**src/shared/fpd_pkg.sv**
```systemverilog
// Constants, register map and shared decode for the four-phase divider block
package fpd_pkg;

    localparam int FPD_DIV_W = 6;
    localparam int FPD_CNT_W = 4;
    localparam int FPD_LEN_W = 5;
    localparam int FPD_LSB_W = 2;

    // Counter end points with and without the increment line
    localparam logic [3:0] FPD_END_PLAIN = 4'h2;
    localparam logic [3:0] FPD_END_INC = 4'h1;

    // Divide number reset value (divide by 16)
    localparam logic [5:0] FPD_DIV_RST = 6'h10;

    // Register map, byte addresses
    localparam logic [7:0] FPD_ADDR_CTRL = 8'h00;
    localparam logic [7:0] FPD_ADDR_STATUS = 8'h04;
    localparam logic [7:0] FPD_ADDR_ACTIVE = 8'h08;
    localparam logic [7:0] FPD_ADDR_SEQCNT = 8'h0C;

    // Field positions
    localparam int FPD_CTRL_N_LSB = 0;
    localparam int FPD_CTRL_M_LSB = 8;

    localparam logic [1:0] FPD_RESP_OKAY = 2'h0;
    localparam logic [1:0] FPD_RESP_SLVERR = 2'h2;

    typedef enum logic [1:0] {
        FPD_LSB_NONE,
        FPD_LSB_ONE,
        FPD_LSB_TWO,
        FPD_LSB_THREE
    } fpd_rem_t;

    // Sequence states (halving, quarter): 00, 11, 01, 10 for cycles one to four.
    // Extra counts: rem 1 -> cycle 3; rem 2 -> cycles 2,4; rem 3 -> cycles 2,3,4.
    function automatic logic fpd_inc_decode(
        input logic half,
        input logic quart,
        input logic [1:0] rem
    );
        logic inc;
        inc = 1'b0;
        case (fpd_rem_t'(rem))
            FPD_LSB_ONE: inc = ~half & quart;
            FPD_LSB_TWO: inc = half;
            FPD_LSB_THREE: inc = half | quart;
            default: inc = 1'b0;
        endcase
        return inc;
    endfunction : fpd_inc_decode

endpackage : fpd_pkg

```
**src/hdl/fpd_divider.sv**
```systemverilog
// One four-phase programmable divider: down counter, end decode, sequence and output flops
`timescale 1ns/1ps
module fpd_divider
    import fpd_pkg::*;
#(
    parameter int DIV_W = FPD_DIV_W
)
(
    input wire logic i_clk_sys,
    input wire logic i_rst,
    input wire logic i_adv,
    input wire logic [DIV_W-1:0] i_div,
    input wire logic i_pass_all,
    output logic o_out,
    output logic o_cc,
    output logic o_half,
    output logic o_quart,
    output logic o_seq_last
);

    if (DIV_W != FPD_DIV_W)
    begin : g_chk
        $error("fpd_divider needs a six-bit divide number");
    end

    logic [FPD_CNT_W-1:0] cnt_q;
    logic cc_q;
    logic out_q;
    logic half_q;
    logic quart_q;
    logic increment_line;
    logic eoc;

    assign increment_line = fpd_inc_decode(half_q, quart_q, i_div[1:0]);
    assign eoc = ~cc_q & (increment_line ? (cnt_q == FPD_END_INC)
                                         : (cnt_q == FPD_END_PLAIN));
    assign o_seq_last = i_adv & eoc & half_q & ~quart_q;

    // Down counter reloads while the complement of the count-control flop is low
    always_ff @(posedge i_clk_sys)
    begin
        if (i_rst)
            cnt_q <= '0;
        else if (i_adv && cc_q)
            cnt_q <= i_div[DIV_W-1:2];
        else if (i_adv)
            cnt_q <= cnt_q - 4'h1;
    end

    always_ff @(posedge i_clk_sys)
    begin
        if (i_rst)
            cc_q <= 1'b1;
        else if (i_adv)
            cc_q <= eoc;
    end

    always_ff @(posedge i_clk_sys)
    begin
        if (i_rst)
            out_q <= 1'b0;
        else if (i_adv)
            out_q <= eoc & (i_pass_all | half_q);
    end

    // Modified ring: 00 -> 11 -> 01 -> 10 -> 00
    // Reset holds the cycle-four state so the first load after reset starts cycle one
    always_ff @(posedge i_clk_sys)
    begin
        if (i_rst)
        begin
            half_q <= 1'b1;
            quart_q <= 1'b0;
        end
        else if (i_adv && cc_q)
        begin
            half_q <= ~half_q;
            quart_q <= ~(half_q ^ quart_q);
        end
    end

    assign o_out = out_q;
    assign o_cc = cc_q;
    assign o_half = half_q;
    assign o_quart = quart_q;

    // Checking helpers: cycle length and the load value of the current cycle
    logic [FPD_LEN_W-1:0] len_q;
    logic [FPD_CNT_W-1:0] hi_ld_q;
    logic started_q;
    logic inc_at_eoc_q;
    logic out_pass_q;

    // Halving control as seen by the output flop at its last update
    always_ff @(posedge i_clk_sys)
    begin
        if (i_rst)
        begin
            len_q <= '0;
            hi_ld_q <= '0;
            started_q <= 1'b0;
            inc_at_eoc_q <= 1'b0;
            out_pass_q <= 1'b0;
        end
        else if (i_adv)
        begin
            out_pass_q <= i_pass_all;
            len_q <= cc_q ? 5'h1 : len_q + 5'h1;
            if (cc_q)
                hi_ld_q <= i_div[DIV_W-1:2];
            if (cc_q)
                started_q <= 1'b1;
            inc_at_eoc_q <= increment_line;
        end
    end
endmodule : fpd_divider

```
**src/hdl/fpd_phase_det.sv**
```systemverilog
// Phase/frequency detector fed by the one-clock N divider pulse and the M divider pulse, which lasts one count event
`timescale 1ns/1ps
module fpd_phase_det
    import fpd_pkg::*;
(
    input wire logic i_clk_sys,
    input wire logic i_rst,
    input wire logic i_n_pulse,
    input wire logic i_m_pulse,
    output logic o_up,
    output logic o_dn
);

    logic up_q;
    logic dn_q;
    logic both;

    // Both set means the slower edge arrived: clear together, so width tracks phase lag
    assign both = up_q & dn_q;

    always_ff @(posedge i_clk_sys)
    begin
        if (i_rst)
            up_q <= 1'b0;
        else
            up_q <= (up_q | i_n_pulse) & ~both;
    end

    always_ff @(posedge i_clk_sys)
    begin
        if (i_rst)
            dn_q <= 1'b0;
        else
            dn_q <= (dn_q | i_m_pulse) & ~both;
    end

    assign o_up = up_q;
    assign o_dn = dn_q;
endmodule : fpd_phase_det

```
**src/hdl/fpd_top.sv**
```systemverilog
// Top of the four-phase divider pair: AXI4-Lite registers, N and M dividers, detector
//
// The register addresses and the AXI4-Lite register port were decided locally.
`timescale 1ns/1ps
module fpd_top
    import fpd_pkg::*;
#(
    parameter int ADDR_W = 8
)
(
    input wire logic i_clk_sys,
    input wire logic i_rst,
    input wire logic i_m_tick,
    input wire logic i_s_axi_awvalid,
    output logic o_s_axi_awready,
    input wire logic [ADDR_W-1:0] i_s_axi_awaddr,
    input wire logic i_s_axi_wvalid,
    output logic o_s_axi_wready,
    input wire logic [31:0] i_s_axi_wdata,
    input wire logic [3:0] i_s_axi_wstrb,
    output logic o_s_axi_bvalid,
    input wire logic i_s_axi_bready,
    output logic [1:0] o_s_axi_bresp,
    input wire logic i_s_axi_arvalid,
    output logic o_s_axi_arready,
    input wire logic [ADDR_W-1:0] i_s_axi_araddr,
    output logic o_s_axi_rvalid,
    input wire logic i_s_axi_rready,
    output logic [31:0] o_s_axi_rdata,
    output logic [1:0] o_s_axi_rresp,
    output logic o_n_div_out,
    output logic o_m_div_out,
    output logic o_pfd_up,
    output logic o_pfd_dn
);

    if (ADDR_W < 8 || ADDR_W > 32)
    begin : g_chk
        $error("fpd_top address width out of range");
    end

    function automatic logic addr_known(input logic [ADDR_W-1:0] a);
        return (a[1:0] == 2'h0)
            && (a[ADDR_W-1:2] <= (ADDR_W-2)'(FPD_ADDR_SEQCNT[7:2]));
    endfunction : addr_known

    // Configured and active divide numbers
    logic [FPD_DIV_W-1:0] cfg_n_q;
    logic [FPD_DIV_W-1:0] cfg_m_q;
    logic [FPD_DIV_W-1:0] act_n_q;
    logic [FPD_DIV_W-1:0] act_m_q;
    logic [15:0] seq_cnt_q;

    logic n_out;
    logic n_cc;
    logic n_half;
    logic n_quart;
    logic n_seq_last;
    logic m_out;
    logic m_cc;
    logic m_half;
    logic m_quart;
    logic m_seq_last;
    logic pass_all;
    logic up;
    logic dn;

    // Either top N bit high means N of 16 or more; it steers both dividers
    assign pass_all = act_n_q[FPD_DIV_W-1] | act_n_q[FPD_DIV_W-2];

    fpd_divider #(
        .DIV_W(FPD_DIV_W)
    ) u_n_div (
        .i_clk_sys(i_clk_sys),
        .i_rst(i_rst),
        .i_adv(1'b1),
        .i_div(act_n_q),
        .i_pass_all(pass_all),
        .o_out(n_out),
        .o_cc(n_cc),
        .o_half(n_half),
        .o_quart(n_quart),
        .o_seq_last(n_seq_last)
    );

    fpd_divider #(
        .DIV_W(FPD_DIV_W)
    ) u_m_div (
        .i_clk_sys(i_clk_sys),
        .i_rst(i_rst),
        .i_adv(i_m_tick),
        .i_div(act_m_q),
        .i_pass_all(pass_all),
        .o_out(m_out),
        .o_cc(m_cc),
        .o_half(m_half),
        .o_quart(m_quart),
        .o_seq_last(m_seq_last)
    );

    fpd_phase_det u_pfd (
        .i_clk_sys(i_clk_sys),
        .i_rst(i_rst),
        .i_n_pulse(n_out),
        .i_m_pulse(m_out),
        .o_up(up),
        .o_dn(dn)
    );

    // Pin outputs re-registered so each comes straight from a flop here
    always_ff @(posedge i_clk_sys)
    begin
        if (i_rst)
        begin
            o_n_div_out <= 1'b0;
            o_m_div_out <= 1'b0;
            o_pfd_up <= 1'b0;
            o_pfd_dn <= 1'b0;
        end
        else
        begin
            o_n_div_out <= n_out;
            o_m_div_out <= m_out;
            o_pfd_up <= up;
            o_pfd_dn <= dn;
        end
    end

    // New divide numbers take effect only at the last end of count of a sequence
    always_ff @(posedge i_clk_sys)
    begin
        if (i_rst)
            act_n_q <= FPD_DIV_RST;
        else if (n_seq_last)
            act_n_q <= cfg_n_q;
    end

    always_ff @(posedge i_clk_sys)
    begin
        if (i_rst)
            act_m_q <= FPD_DIV_RST;
        else if (m_seq_last)
            act_m_q <= cfg_m_q;
    end

    always_ff @(posedge i_clk_sys)
    begin
        if (i_rst)
            seq_cnt_q <= '0;
        else if (n_seq_last)
            seq_cnt_q <= seq_cnt_q + 16'h1;
    end

    // Write channel: address and data taken together, answer follows
    logic wr_go;
    logic wr_hit;
    assign wr_go = i_s_axi_awvalid & i_s_axi_wvalid & ~o_s_axi_bvalid
                   & ~o_s_axi_awready;
    assign wr_hit = i_s_axi_awaddr == ADDR_W'(FPD_ADDR_CTRL);

    always_ff @(posedge i_clk_sys)
    begin
        if (i_rst)
        begin
            o_s_axi_awready <= 1'b0;
            o_s_axi_wready <= 1'b0;
        end
        else
        begin
            o_s_axi_awready <= wr_go;
            o_s_axi_wready <= wr_go;
        end
    end

    always_ff @(posedge i_clk_sys)
    begin
        if (i_rst)
        begin
            o_s_axi_bvalid <= 1'b0;
            o_s_axi_bresp <= FPD_RESP_OKAY;
        end
        else if (o_s_axi_awready)
        begin
            o_s_axi_bvalid <= 1'b1;
            o_s_axi_bresp <= (wr_hit || addr_known(i_s_axi_awaddr)) ? FPD_RESP_OKAY
                                                                     : FPD_RESP_SLVERR;
        end
        else if (i_s_axi_bready)
            o_s_axi_bvalid <= 1'b0;
    end

    always_ff @(posedge i_clk_sys)
    begin
        if (i_rst)
        begin
            cfg_n_q <= FPD_DIV_RST;
            cfg_m_q <= FPD_DIV_RST;
        end
        else if (o_s_axi_awready && wr_hit)
        begin
            if (i_s_axi_wstrb[0])
                cfg_n_q <= i_s_axi_wdata[FPD_CTRL_N_LSB +: FPD_DIV_W];
            if (i_s_axi_wstrb[1])
                cfg_m_q <= i_s_axi_wdata[FPD_CTRL_M_LSB +: FPD_DIV_W];
        end
    end

    // Read channel
    logic rd_go;
    logic [31:0] rd_data;
    logic [1:0] rd_resp;
    assign rd_go = i_s_axi_arvalid & ~o_s_axi_rvalid & ~o_s_axi_arready;

    always_comb
    begin
        rd_data = 32'h0000_0000;
        rd_resp = FPD_RESP_OKAY;
        case (i_s_axi_araddr)
            ADDR_W'(FPD_ADDR_CTRL):
            begin
                rd_data[FPD_CTRL_N_LSB +: FPD_DIV_W] = cfg_n_q;
                rd_data[FPD_CTRL_M_LSB +: FPD_DIV_W] = cfg_m_q;
            end
            ADDR_W'(FPD_ADDR_STATUS):
                rd_data[9:0] = {m_half, m_quart, m_cc, n_half, n_quart, n_cc,
                                dn, up, m_out, n_out};
            ADDR_W'(FPD_ADDR_ACTIVE):
            begin
                rd_data[FPD_CTRL_N_LSB +: FPD_DIV_W] = act_n_q;
                rd_data[FPD_CTRL_M_LSB +: FPD_DIV_W] = act_m_q;
            end
            ADDR_W'(FPD_ADDR_SEQCNT):
                rd_data[15:0] = seq_cnt_q;
            default:
                rd_resp = FPD_RESP_SLVERR;
        endcase
    end

    always_ff @(posedge i_clk_sys)
    begin
        if (i_rst)
            o_s_axi_arready <= 1'b0;
        else
            o_s_axi_arready <= rd_go;
    end

    always_ff @(posedge i_clk_sys)
    begin
        if (i_rst)
        begin
            o_s_axi_rvalid <= 1'b0;
            o_s_axi_rdata <= 32'h0000_0000;
            o_s_axi_rresp <= FPD_RESP_OKAY;
        end
        else if (o_s_axi_arready)
        begin
            o_s_axi_rvalid <= 1'b1;
            o_s_axi_rdata <= rd_data;
            o_s_axi_rresp <= rd_resp;
        end
        else if (i_s_axi_rready)
            o_s_axi_rvalid <= 1'b0;
    end

    // Checking helper: N count-control pulses within the current sequence
    logic [2:0] n_cc_cnt_q;
    always_ff @(posedge i_clk_sys)
    begin
        if (i_rst)
            n_cc_cnt_q <= '0;
        else if (n_seq_last)
            n_cc_cnt_q <= '0;
        else if (n_cc)
            n_cc_cnt_q <= n_cc_cnt_q + 3'h1;
    end
endmodule : fpd_top

```
**config.mk**
```make
export PLATFORM = sky130hd
export DESIGN_NAME = fpd_top
export DESIGN_NICKNAME = d
export VERILOG_FILES = /design/src/shared/fpd_pkg.sv /design/src/hdl/fpd_divider.sv /design/src/hdl/fpd_phase_det.sv /design/src/hdl/fpd_top.sv
export SDC_FILE = /design/constraint.sdc
export NUM_CORES = 1
export LEC_CHECK = 0
export ABC_AREA = 1
export BUFFER_PORTS_ARGS = -buffer_cell sky130_fd_sc_hd__buf_2
export CAP_MARGIN = 20
export CORE_UTILIZATION = 30
export DETAILED_ROUTE_END_ITERATION = 7
export GPL_TIMING_DRIVEN = 0
export PLACE_DENSITY = 0.47
export SYNTH_ARGS = -nofsm -noshare
export SYNTH_HDL_FRONTEND = slang
export SYNTH_SLANG_ARGS = --single-unit
export TNS_END_PERCENT = 1
```
**constraint.sdc**
```tcl
create_clock -name i_clk_sys -period 2 [get_ports i_clk_sys]
set_input_delay 0.3 -clock i_clk_sys [delete_from_list [all_inputs] [get_ports i_clk_sys]]
set_output_delay 0.3 -clock i_clk_sys [all_outputs]
set_load 0.005 [all_outputs]
```
==> impl_metrics.ini, run 1 <==
[run_status]
status = finished clean

[timing]
setup_viol = 0
hold_violations = 0
slew_violations = 0
worstMarginPinSlew_ns = 0.659
skew_ns = 0.00849
rsz0062_at_grt = no
fin_crit_sh = 0.849
min_period_ns = 1.70
max_freq_mhz = 589
fin_ws_ns = 0.302
slew-limit-headroom = 0.561
holdWs_ns = 0.131
final.setup.tns_ns = 0

[hold_path]
hold_class = input port to register

[routing]
drc = 0
num_vias = 4143
ant_nets = 0
wl_mm = 12.2
dr.pass1.iters = 5
drtIter0Drc = 372
wl_per_cell_um = 13.8
vias_per_cell = 4.69

[final_layout]
n_antenna_cell = 0
nets = 772
final_area_mm2 = 0.00514
fin_util = 0.372
drive_gt1_frac = 0.176
final_cells = 884
area_delta_synth_final_pct = 21.2

[global_route]
grt_overflow = 0
grt_max_degree = 14
grt_pass1_vias = 3810
gr-usage-all-layers = 0.179
antenna_found_initial = 0
grt_pass1_wl_mm = 19.8

[worst_setup_path]
required_ns = 2.24
critPathKind = register to register
worstPathMaxFanout = 10
cp-start-kind = register
worst_setup_path_end_kind = register
arrival_ns = 1.94

[place]
pre_cts_ws_ns = 0.126
portBuffers = 64
hpwl_mm = 9.36
postPlaceCellArea_mm2 = 0.00485
dp.cells = 870
gp_congestion = 0.877

[die]
die_h_um = 121
placementRows = 43
start_util = 0.307
die_x_um = 121
io_pins = 105
core-area_mm2 = 0.0138
die-area_mm2 = 0.0146

[power_and_ir_drop]
power.total_mw = 3.78
max-vdd-ir-drop_mv = 0.487
power_density_mw_per_mm2 = 734
leakagePower_nw = 2.25

[clocking]
clk-insertion-delay-late_ns = 0.35
cts_resized = 0
cts_made_buffers = 9
cts_tree = yes
clock_sinks = 84
cts_buffer_depth = 2
cts_root_buf = clkbuf_16
post-cts-setup-buffers = 0
hold_buffers = 0
path_clk_slew_ns = 0.06
cts.htree.levels = 3

[synth]
syn_area_per_cell_um2 = 6.97
synth_top_area_frac = 0.396
yosysWarnings = 0
yosysSeqAreaShare = 0.396
synth-seq-cells = 84
ys_types = 30
synthCells = 609
netlist_area_mm2 = 0.00424
synth_area_leaders = dfxtp_1 40%, nand2_1 11%, nand3_1 7.8%
yosysTopAreaCell = dfxtp_1

[run]
drv_cap = 0
## area by class of cell
class / count / area (um^2)
Fill cell: 1469 / 8680
Multi-Input combinational cell: 433 / 2120
Sequential cell: 84 / 1680
Timing Repair Buffer: 64 / 320
Buffer: 42 / 255
Inverter: 67 / 251
Clock buffer: 10 / 239
Tap cell: 180 / 225
Clock inverter: 4 / 51.3
## cells in the final DEF, fill, tap and decap left out
cell	netlist	routed
nand2_1	121	121
dfxtp_1	84	84
buf_2	9	73
nand3_1	66	66
inv_1	64	64
nor2_1	63	63
a21oi_1	55	55
o21ai_0	43	43
buf_4	21	21
conb_1	1	18
nand4_1	15	15
nor3_1	11	11
ha_1	11	11
clkbuf_16	0	9
clkbuf_1	7	7
xor2_1	7	7
buf_1	4	4
inv_2	3	3
o211ai_1	3	3
nor2_2	3	3
xnor2_1	3	3
nor3_2	2	2
nand3b_1	2	2
nand3_2	2	2
nand2_2	2	2
nor2_4	2	2
o31ai_1	1	1
nand4_2	1	1
buf_6	1	1
o221ai_1	1	1
o22ai_1	1	1
clkbuf_8	0	1
clkinv_2	0	1
clkinv_4	0	1
bufinv_16	0	1
clkinvlp_4	0	1
## worst paths after layout
kind                                               endpoint  slack, ns                          from  cells past startpoint
worst max-delay path                act_n_q[2]$_SDFFE_PP0P_       0.30  u_n_div.o_quart$_SDFFE_PP0P_                      9
worst min register to register   o_s_axi_arready$_SDFF_PP0_       0.44   o_s_axi_rvalid$_SDFFE_PP0P_                      1
worst max register to register      act_n_q[2]$_SDFFE_PP0P_       0.30  u_n_div.o_quart$_SDFFE_PP0P_                      9
worst min-delay path            o_s_axi_bvalid$_SDFFE_PP0P_       0.13                i_s_axi_bready                      2
## sequential cells by signal, indices dropped and copies added (netlist names), 4 cells and up
signal	cells
act_m_q	6
act_n_q	6
cfg_m_q	6
cfg_n_q	6
o_s_axi_rdata	16
seq_cnt_q	16
u_m_div.cnt_q	4
u_n_div.cnt_q	4
## power breakdown
part           switching [mW]  leakage, nW  internal [mW]  total, mW
combinational           0.216         1.43          0.139      0.354
sequential             0.0480        0.682           1.72       1.77
clock                   0.668        0.140          0.987       1.65
## synthesized netlist by cell type (all sizes together)
master,number
nand4,16
nor3,13
nand3b,2
ha,11
buf,35
nand2,123
conb,1
o22ai,1
xnor2,3
inv,67
o221ai,1
dfxtp,84
xor2,7
o31ai,1
nand3,68
o21ai,43
nor2,68
a21oi,55
o211ai,3
clkbuf,7
## cells by family after synthesis
kind of cell               count (synthesis)  share of synthesized area
and+or+nand+nor                          290                      0.304
DFF                                       84                      0.396
adders and majority gates                 11                     0.0324
other                                      1                   0.000884
buffers and inverters                    109                      0.119
xor gates and xnor gates                  10                     0.0206
AOI/OAI and AO/OA                        104                      0.126
## critical path, stage by stage (launching register included)
cell	delay, ns
dfxtp_1	0.45
inv_1	0.07
ha_1	0.18
nand2_1	0.08
nand3_2	0.10
nand3_2	0.10
nand4_2	0.16
buf_2	0.24
o21ai_0	0.16
nor2_1	0.06
## per-layer routing
layer | wire length (um) | GRT usage
met3 | 632 | 0.0446
met1 | 5680 | 0.233
met5 | 0 | 0
met4 | 333 | 0.0694
met2 | 5590 | 0.284
Power figures use the tool's default switching activity.
==> inputs of run 2 (changes only) <==
--- a/config.mk
+++ b/config.mk
@@ -11,7 +11,7 @@
 export CORE_UTILIZATION = 30
 export DETAILED_ROUTE_END_ITERATION = 7
 export GPL_TIMING_DRIVEN = 0
-export PLACE_DENSITY = 0.47
+export PLACE_DENSITY = 0.49
 export SYNTH_ARGS = -nofsm -noshare
 export SYNTH_HDL_FRONTEND = slang
 export SYNTH_SLANG_ARGS = --single-unit
==> constraint.sdc (replaced) <==
create_clock -name i_clk_sys -period 1.35 [get_ports i_clk_sys]
set_input_delay 0.2025 -clock i_clk_sys [delete_from_list [all_inputs] [get_ports i_clk_sys]]
set_output_delay 0.2025 -clock i_clk_sys [all_outputs]
set_load 0.005 [all_outputs]
==> impl_metrics.ini, run 2 (synthesis gave the netlist of run 1 again) <==
[routing]
vias_per_cell = 4.82
drc = 0
drtIter0Drc = 222
wl_per_cell_um = 14.4
wl_mm = 12.9
ant_nets = 0
num_vias = 4327
dr.pass1.iters = 5

[worst_setup_path]
crit_slowest_cell = dfxtp_4
arrival_ns = 1.78
crit_path_frequent_cell = nand2_4
worst_setup_path_end_kind = register
crit_chain = inv_6 -> ha_4 -> nand2_4 -> nand3_4 -> nand2_4 -> nand2_4 -> nand4_4 -> clkinvlp_4 -> nor2_1 -> nor2_1
cp-start-kind = register
critPathKind = register to register
required_ns = 1.58
max_stage_delay_ns = 0.36
worstPathMaxFanout = 8

[global_route]
gr-usage-all-layers = 0.188
grt_overflow = 0
grt_pass1_wl_mm = 20.9
antenna_found_initial = 1
grt_max_degree = 13
grt_pass1_vias = 4092

[die]
io_pins = 105
start_util = 0.307
die_h_um = 121
die-area_mm2 = 0.0146
die_x_um = 121
placementRows = 43
core-area_mm2 = 0.0138

[final_layout]
seq_area_mm2 = 0.00171
nets = 785
n_antenna_cell = 0
final_area_mm2 = 0.00553
final_cell_mix = 116 x nand2_1, 69 x buf_2, 68 x dfxtp_1
reg_top3 = o_s_axi_rdata: 16 flops, seq_cnt_q: 16 flops
fillers = 1453
area_delta_synth_final_pct = 30.2
multi_input_area_mm2 = 0.00232
final_common_cell = nand2_1
drive_gt1_frac = 0.258
final_cells = 898

[place]
portBuffers = 64
dp.cells = 870
pre_cts_ws_ns = -0.302
gp_congestion = 0.816
hpwl_mm = 9.47
postPlaceCellArea_mm2 = 0.00491

[timing]
max_freq_mhz = 648
fin_ws_ns = -0.193
slew-limit-headroom = 0.548
hold_violations = 0
setup_viol = 28
fin_crit_sh = 1.14
rsz0062_at_grt = yes
min_period_ns = 1.54
skew_ns = 0.00800
worstMarginPinSlew_ns = 0.678
final.setup.tns_ns = -4.03
slew_violations = 0

[clocking]
cts_made_buffers = 9
clock_sinks = 84
cts_buffer_depth = 2
cts_tree = yes
cts_root_buf = clkbuf_16
cts.htree.levels = 3
path_clk_slew_ns = 0.06
clk-insertion-delay-late_ns = 0.35

[power_and_ir_drop]
power.total_mw = 5.78
power_density_mw_per_mm2 = 1050
leakagePower_nw = 2.36
max-vdd-ir-drop_mv = 0.676

[run_status]
status = finished, violations left
violations = setup timing

[run]
drv_cap = 0

[hold_path]
hold_class = input port to register
## run 2: worst max-delay path, delay by kind of cell, from the launching register on
| kind | cells | cell delay [ns] |
|---|---|---|
| buffers and inverters | 2 | 0.29 |
| adder cells (fa/ha/maj) | 1 | 0.15 |
| AND/OR/NAND/NOR | 7 | 0.61 |
| flip-flops | 1 | 0.36 |
## run 2: layout make-up
| type | count | share of cell area |
|---|---|---|
| Clock buffer | 14 | 0.0480 |
| Timing Repair Buffer | 77 | 0.0783 |
| Buffer | 42 | 0.0512 |
| Clock inverter | 1 | 0.00543 |
| Tap cell | 180 | 0.0408 |
| Multi-Input combinational cell | 433 | 0.419 |
| Inverter | 67 | 0.0475 |
| Sequential cell | 84 | 0.310 |
## run 2: metal layers
layer  share of wire  GRT usage
met2            0.49      0.318
met3           0.052     0.0310
met5          0.0010          0
met1            0.44      0.235
met4           0.014     0.0787
## run 2: what timing repair did
item,4_1_cts,5_1_grt
gates resized for setup,45,39
hold buffers,0,0
endpoints found under the setup margin,41,46
cloned,3,0
setup buffers,9,1
pin swaps,13,10
## run 2: final timing paths
check	to	slack [ns]	cells past startpoint	startpoint
hold / removal	o_s_axi_bvalid$_SDFFE_PP0P_	0.04	2	i_s_axi_bready
setup reg to reg	act_n_q[2]$_SDFFE_PP0P_	-0.19	10	u_n_div.o_half$_SDFFE_PP1P_
setup / recovery	act_n_q[2]$_SDFFE_PP0P_	-0.19	10	u_n_div.o_half$_SDFFE_PP1P_
hold reg to reg	o_s_axi_wready$_SDFF_PP0_	0.43	1	o_s_axi_bvalid$_SDFFE_PP0P_
## run 2: metrics by stage
stage	hold WS, ns	utilization
2_1_floorplan	0.285	-
3_3_place_gp	0.389	0.355
3_5_place_dp	0.390	0.355
4_1_cts	0.0235	0.392
5_1_grt	0.0438	0.400
6_report	0.0357	0.400
## run 2: power breakdown
group | switching [mW] | internal, mW
Clock | 0.971 | 1.54
Sequential | 0.0831 | 2.55
Combinational | 0.371 | 0.263
Total | 1.42 | 4.35
==> inputs of run 3 (changes only) <==
--- a/config.mk
+++ b/config.mk
@@ -14,5 +14,6 @@
 export PLACE_DENSITY = 0.49
 export SYNTH_ARGS = -nofsm -noshare
 export SYNTH_HDL_FRONTEND = slang
+export SYNTH_HIERARCHICAL = 1
 export SYNTH_SLANG_ARGS = --single-unit
 export TNS_END_PERCENT = 1
==> impl_metrics.ini, run 3 <==
[timing]
hold_violations = 0
fin_crit_sh = 1.46
slew_violations = 0
fin_ws_ns = -0.626
min_period_ns = 1.98
final.setup.tns_ns = -10.92
rsz0062_at_grt = yes
slew-limit-headroom = 0.637
worstMarginPinSlew_ns = 0.544
max_freq_mhz = 506
holdWs_ns = 0.0449
setup_viol = 28
skew_ns = 0.00556

[worst_setup_path]
worst_setup_path_end_kind = register
crit_path_frequent_cell = nand2_2
rr_worst_depth = 18
r2r-end = seq_cnt_q[15]$_SDFFE_PP0P_
crit_slowest_cell = dfxtp_4
worstPathMaxFanout = 5
cp-start-kind = register
required_ns = 1.59
reg2reg_slack_ns = -0.63
max_stage_delay_ns = 0.36
critPathKind = register to register
arrival_ns = 2.22
rr_startpoint = u_n_div/o_half$_SDFFE_PP1P_
crit_chain = inv_6 -> ha_4 -> nand2_4 -> nand3_4 -> nand2_2 -> nand2_2 -> nand3_4 -> nor3_4 -> buf_6 -> nand2_4 -> nor2_4 -> nand2_2 -> nor2_2 -> nand2_2 -> nor2_4 -> nand3_2 -> nand2_1 -> nor2_1

[synth]
synthTopCellsByCount = 111 x nand2_1, 84 x dfxtp_1, 64 x inv_1
ys.flop_type = dfxtp_1
synthCells = 577
yosysSeqAreaShare = 0.404
async_reset_ff_frac = 0
syn_area_per_cell_um2 = 7.21
synth_area_leaders = dfxtp_1 40%, nand2_1 10%, a21oi_1 7.5%
ys_types = 31
yosysMostFrequentCell = nand2_1
yosysWarnings = 6
synth-seq-cells = 84
yosysTopAreaCell = dfxtp_1
netlist_area_mm2 = 0.00416
synth_top_area_frac = 0.404
synth_edf_count = 0

[run]
drv_cap = 0

[final_layout]
fillers = 1407
multi_input_area_mm2 = 0.00219
seq_area_mm2 = 0.00170
final_cell_mix = 105 x nand2_1, 78 x dfxtp_1, 68 x buf_2
nets = 754
n_antenna_cell = 0
area_delta_synth_final_pct = 28.9
reg_top3 = o_s_axi_rdata: 16 flops, seq_cnt_q: 16 flops
drive_gt1_frac = 0.270
final_common_cell = nand2_1

[routing]
drtIter0Drc = 149
dr.pass1.iters = 5
num_vias = 4001
wl_mm = 11.3
ant_nets = 0
drc = 0
wl_per_cell_um = 13.0
vias_per_cell = 4.63

[global_route]
grt_util_met1 = 0.218
grt_overflow = 0
antenna_found_initial = 0
gr-usage-all-layers = 0.168
use_met2 = 0.273
use_met3 = 0.0371
grt_max_degree = 14
grt_pass1_wl_mm = 18.9
grt.busiest_layer = met2
grt_pass1_vias = 3925

[clocking]
clk-insertion-delay-late_ns = 0.34
cts_made_buffers = 9
cts.htree.levels = 3
path_clk_slew_ns = 0.06
cts_root_buf = clkbuf_16
cts_tree = yes
cts_buffer_depth = 2
clock_sinks = 84
hold_buffers = 0

[hold_path]
hold_class = input port to register
min_to = o_s_axi_bvalid$_SDFFE_PP0P_
hold_depth = 2
min_from = i_s_axi_bready

[die]
io_pins = 105
start_util = 0.310
core-area_mm2 = 0.0134
die-area_mm2 = 0.0143
die_x_um = 120
placementRows = 42
die_h_um = 120

[power_and_ir_drop]
max-vdd-ir-drop_mv = 0.554
power_density_mw_per_mm2 = 1030
leakagePower_nw = 2.45

[place]
hpwl_mm = 8.67
gp_congestion = 0.810
portBuffers = 64

[run_status]
violations = setup timing
status = finished, violations left
run 3: cell types whose count changed in the layout (fill, tap and decap cells not counted), moves of 6 or more:
cell,delta
nor2_1,-22
nand2_1,-11
o21ai_1,+11
dfxtp_1,+10
dfxtp_2,-10
nand3_1,-10
a21oi_1,+8
nand4_1,-8
xor2_1,-7
buf_6,-6
nand2_2,+6
run 3: how the worst max path moves through the flow:
| stage | cells past startpoint | end | from | slack [ns] |
|---|---|---|---|---|
| global placement | 15 | seq_cnt_q[14]$_SDFFE_PP0P_ | u_n_div/o_half$_SDFFE_PP1P_ | -0.89 |
| detailed placement | 17 | seq_cnt_q[15]$_SDFFE_PP0P_ | u_n_div/o_half$_SDFFE_PP1P_ | -0.91 |
| CTS | 18 | seq_cnt_q[15]$_SDFFE_PP0P_ | u_n_div/o_half$_SDFFE_PP1P_ | -0.79 |
| finish | 18 | seq_cnt_q[15]$_SDFFE_PP0P_ | u_n_div/o_half$_SDFFE_PP1P_ | -0.63 |
| floorplan | 17 | seq_cnt_q[15]$_SDFFE_PP0P_ | u_n_div/o_half$_SDFFE_PP1P_ | -0.59 |
| global route | 18 | seq_cnt_q[11]$_SDFFE_PP0P_ | u_n_div/o_half$_SDFFE_PP1P_ | -0.79 |
run 3: where the power goes:
part           internal, mW  switching (mW)
Clock                  1.43           0.999
Sequential             2.53          0.0608
Combinational         0.210           0.295
Total                  4.18            1.35
run 3: critical path: cells and delay by family, from the launching register on:
kind	cells	cell delay (ns)
adder cells (fa/ha/maj)	1	0.14
buffers and inverters	2	0.22
flip-flops	1	0.36
AND/OR/NAND/NOR	15	1.17
run 3: stage by stage:
stage               utilization  setup slack (ns)  cell area [um^2]  std cells  total power, mW
finish                    0.400            -0.626              5360        864             5.53
global route              0.400            -0.787              5360        864             5.77
CTS                       0.393            -0.794              5270        863             5.58
detailed placement        0.357            -0.906              4780        838             3.10
global placement          0.357            -0.885              4780        838             3.09
floorplan                     -            -0.589              4240        598             2.93
run 3: cells by family (layout without fill, tap and decap cells):
logic type / Yosys count / count (layout) / share of synthesized area
AOI/OAI and AO/OA: 124 / 124 / 0.158
adders and majority gates: 11 / 11 / 0.0331
buffers and inverters: 111 / 201 / 0.127
DFF: 84 / 84 / 0.404
other: 2 / 23 / 0.00181
and+or+nand+nor: 245 / 245 / 0.275
run 3: repair_timing:
item                                    CTS  global route
buffers inserted                          9             1
endpoints found under the setup margin   36            51
pin swaps                                12            10
cloned                                    0             0
resized for setup                        42            35
run 3: layout make-up:
class	instances	share of cell area
buffer	41	0.0562
clock buffer	12	0.0441
clock inverter	4	0.00933
inverter	70	0.0509
multi-input combinational	403	0.408
sequential	84	0.317
tap	176	0.0411
timing repair buffer	74	0.0737
run 3: routing by layer:
metal,part of all wire,up-vias
li1,-,2068
met1,0.49,1832
met2,0.45,89
met3,0.042,12
met4,0.014,0
met5,0,-
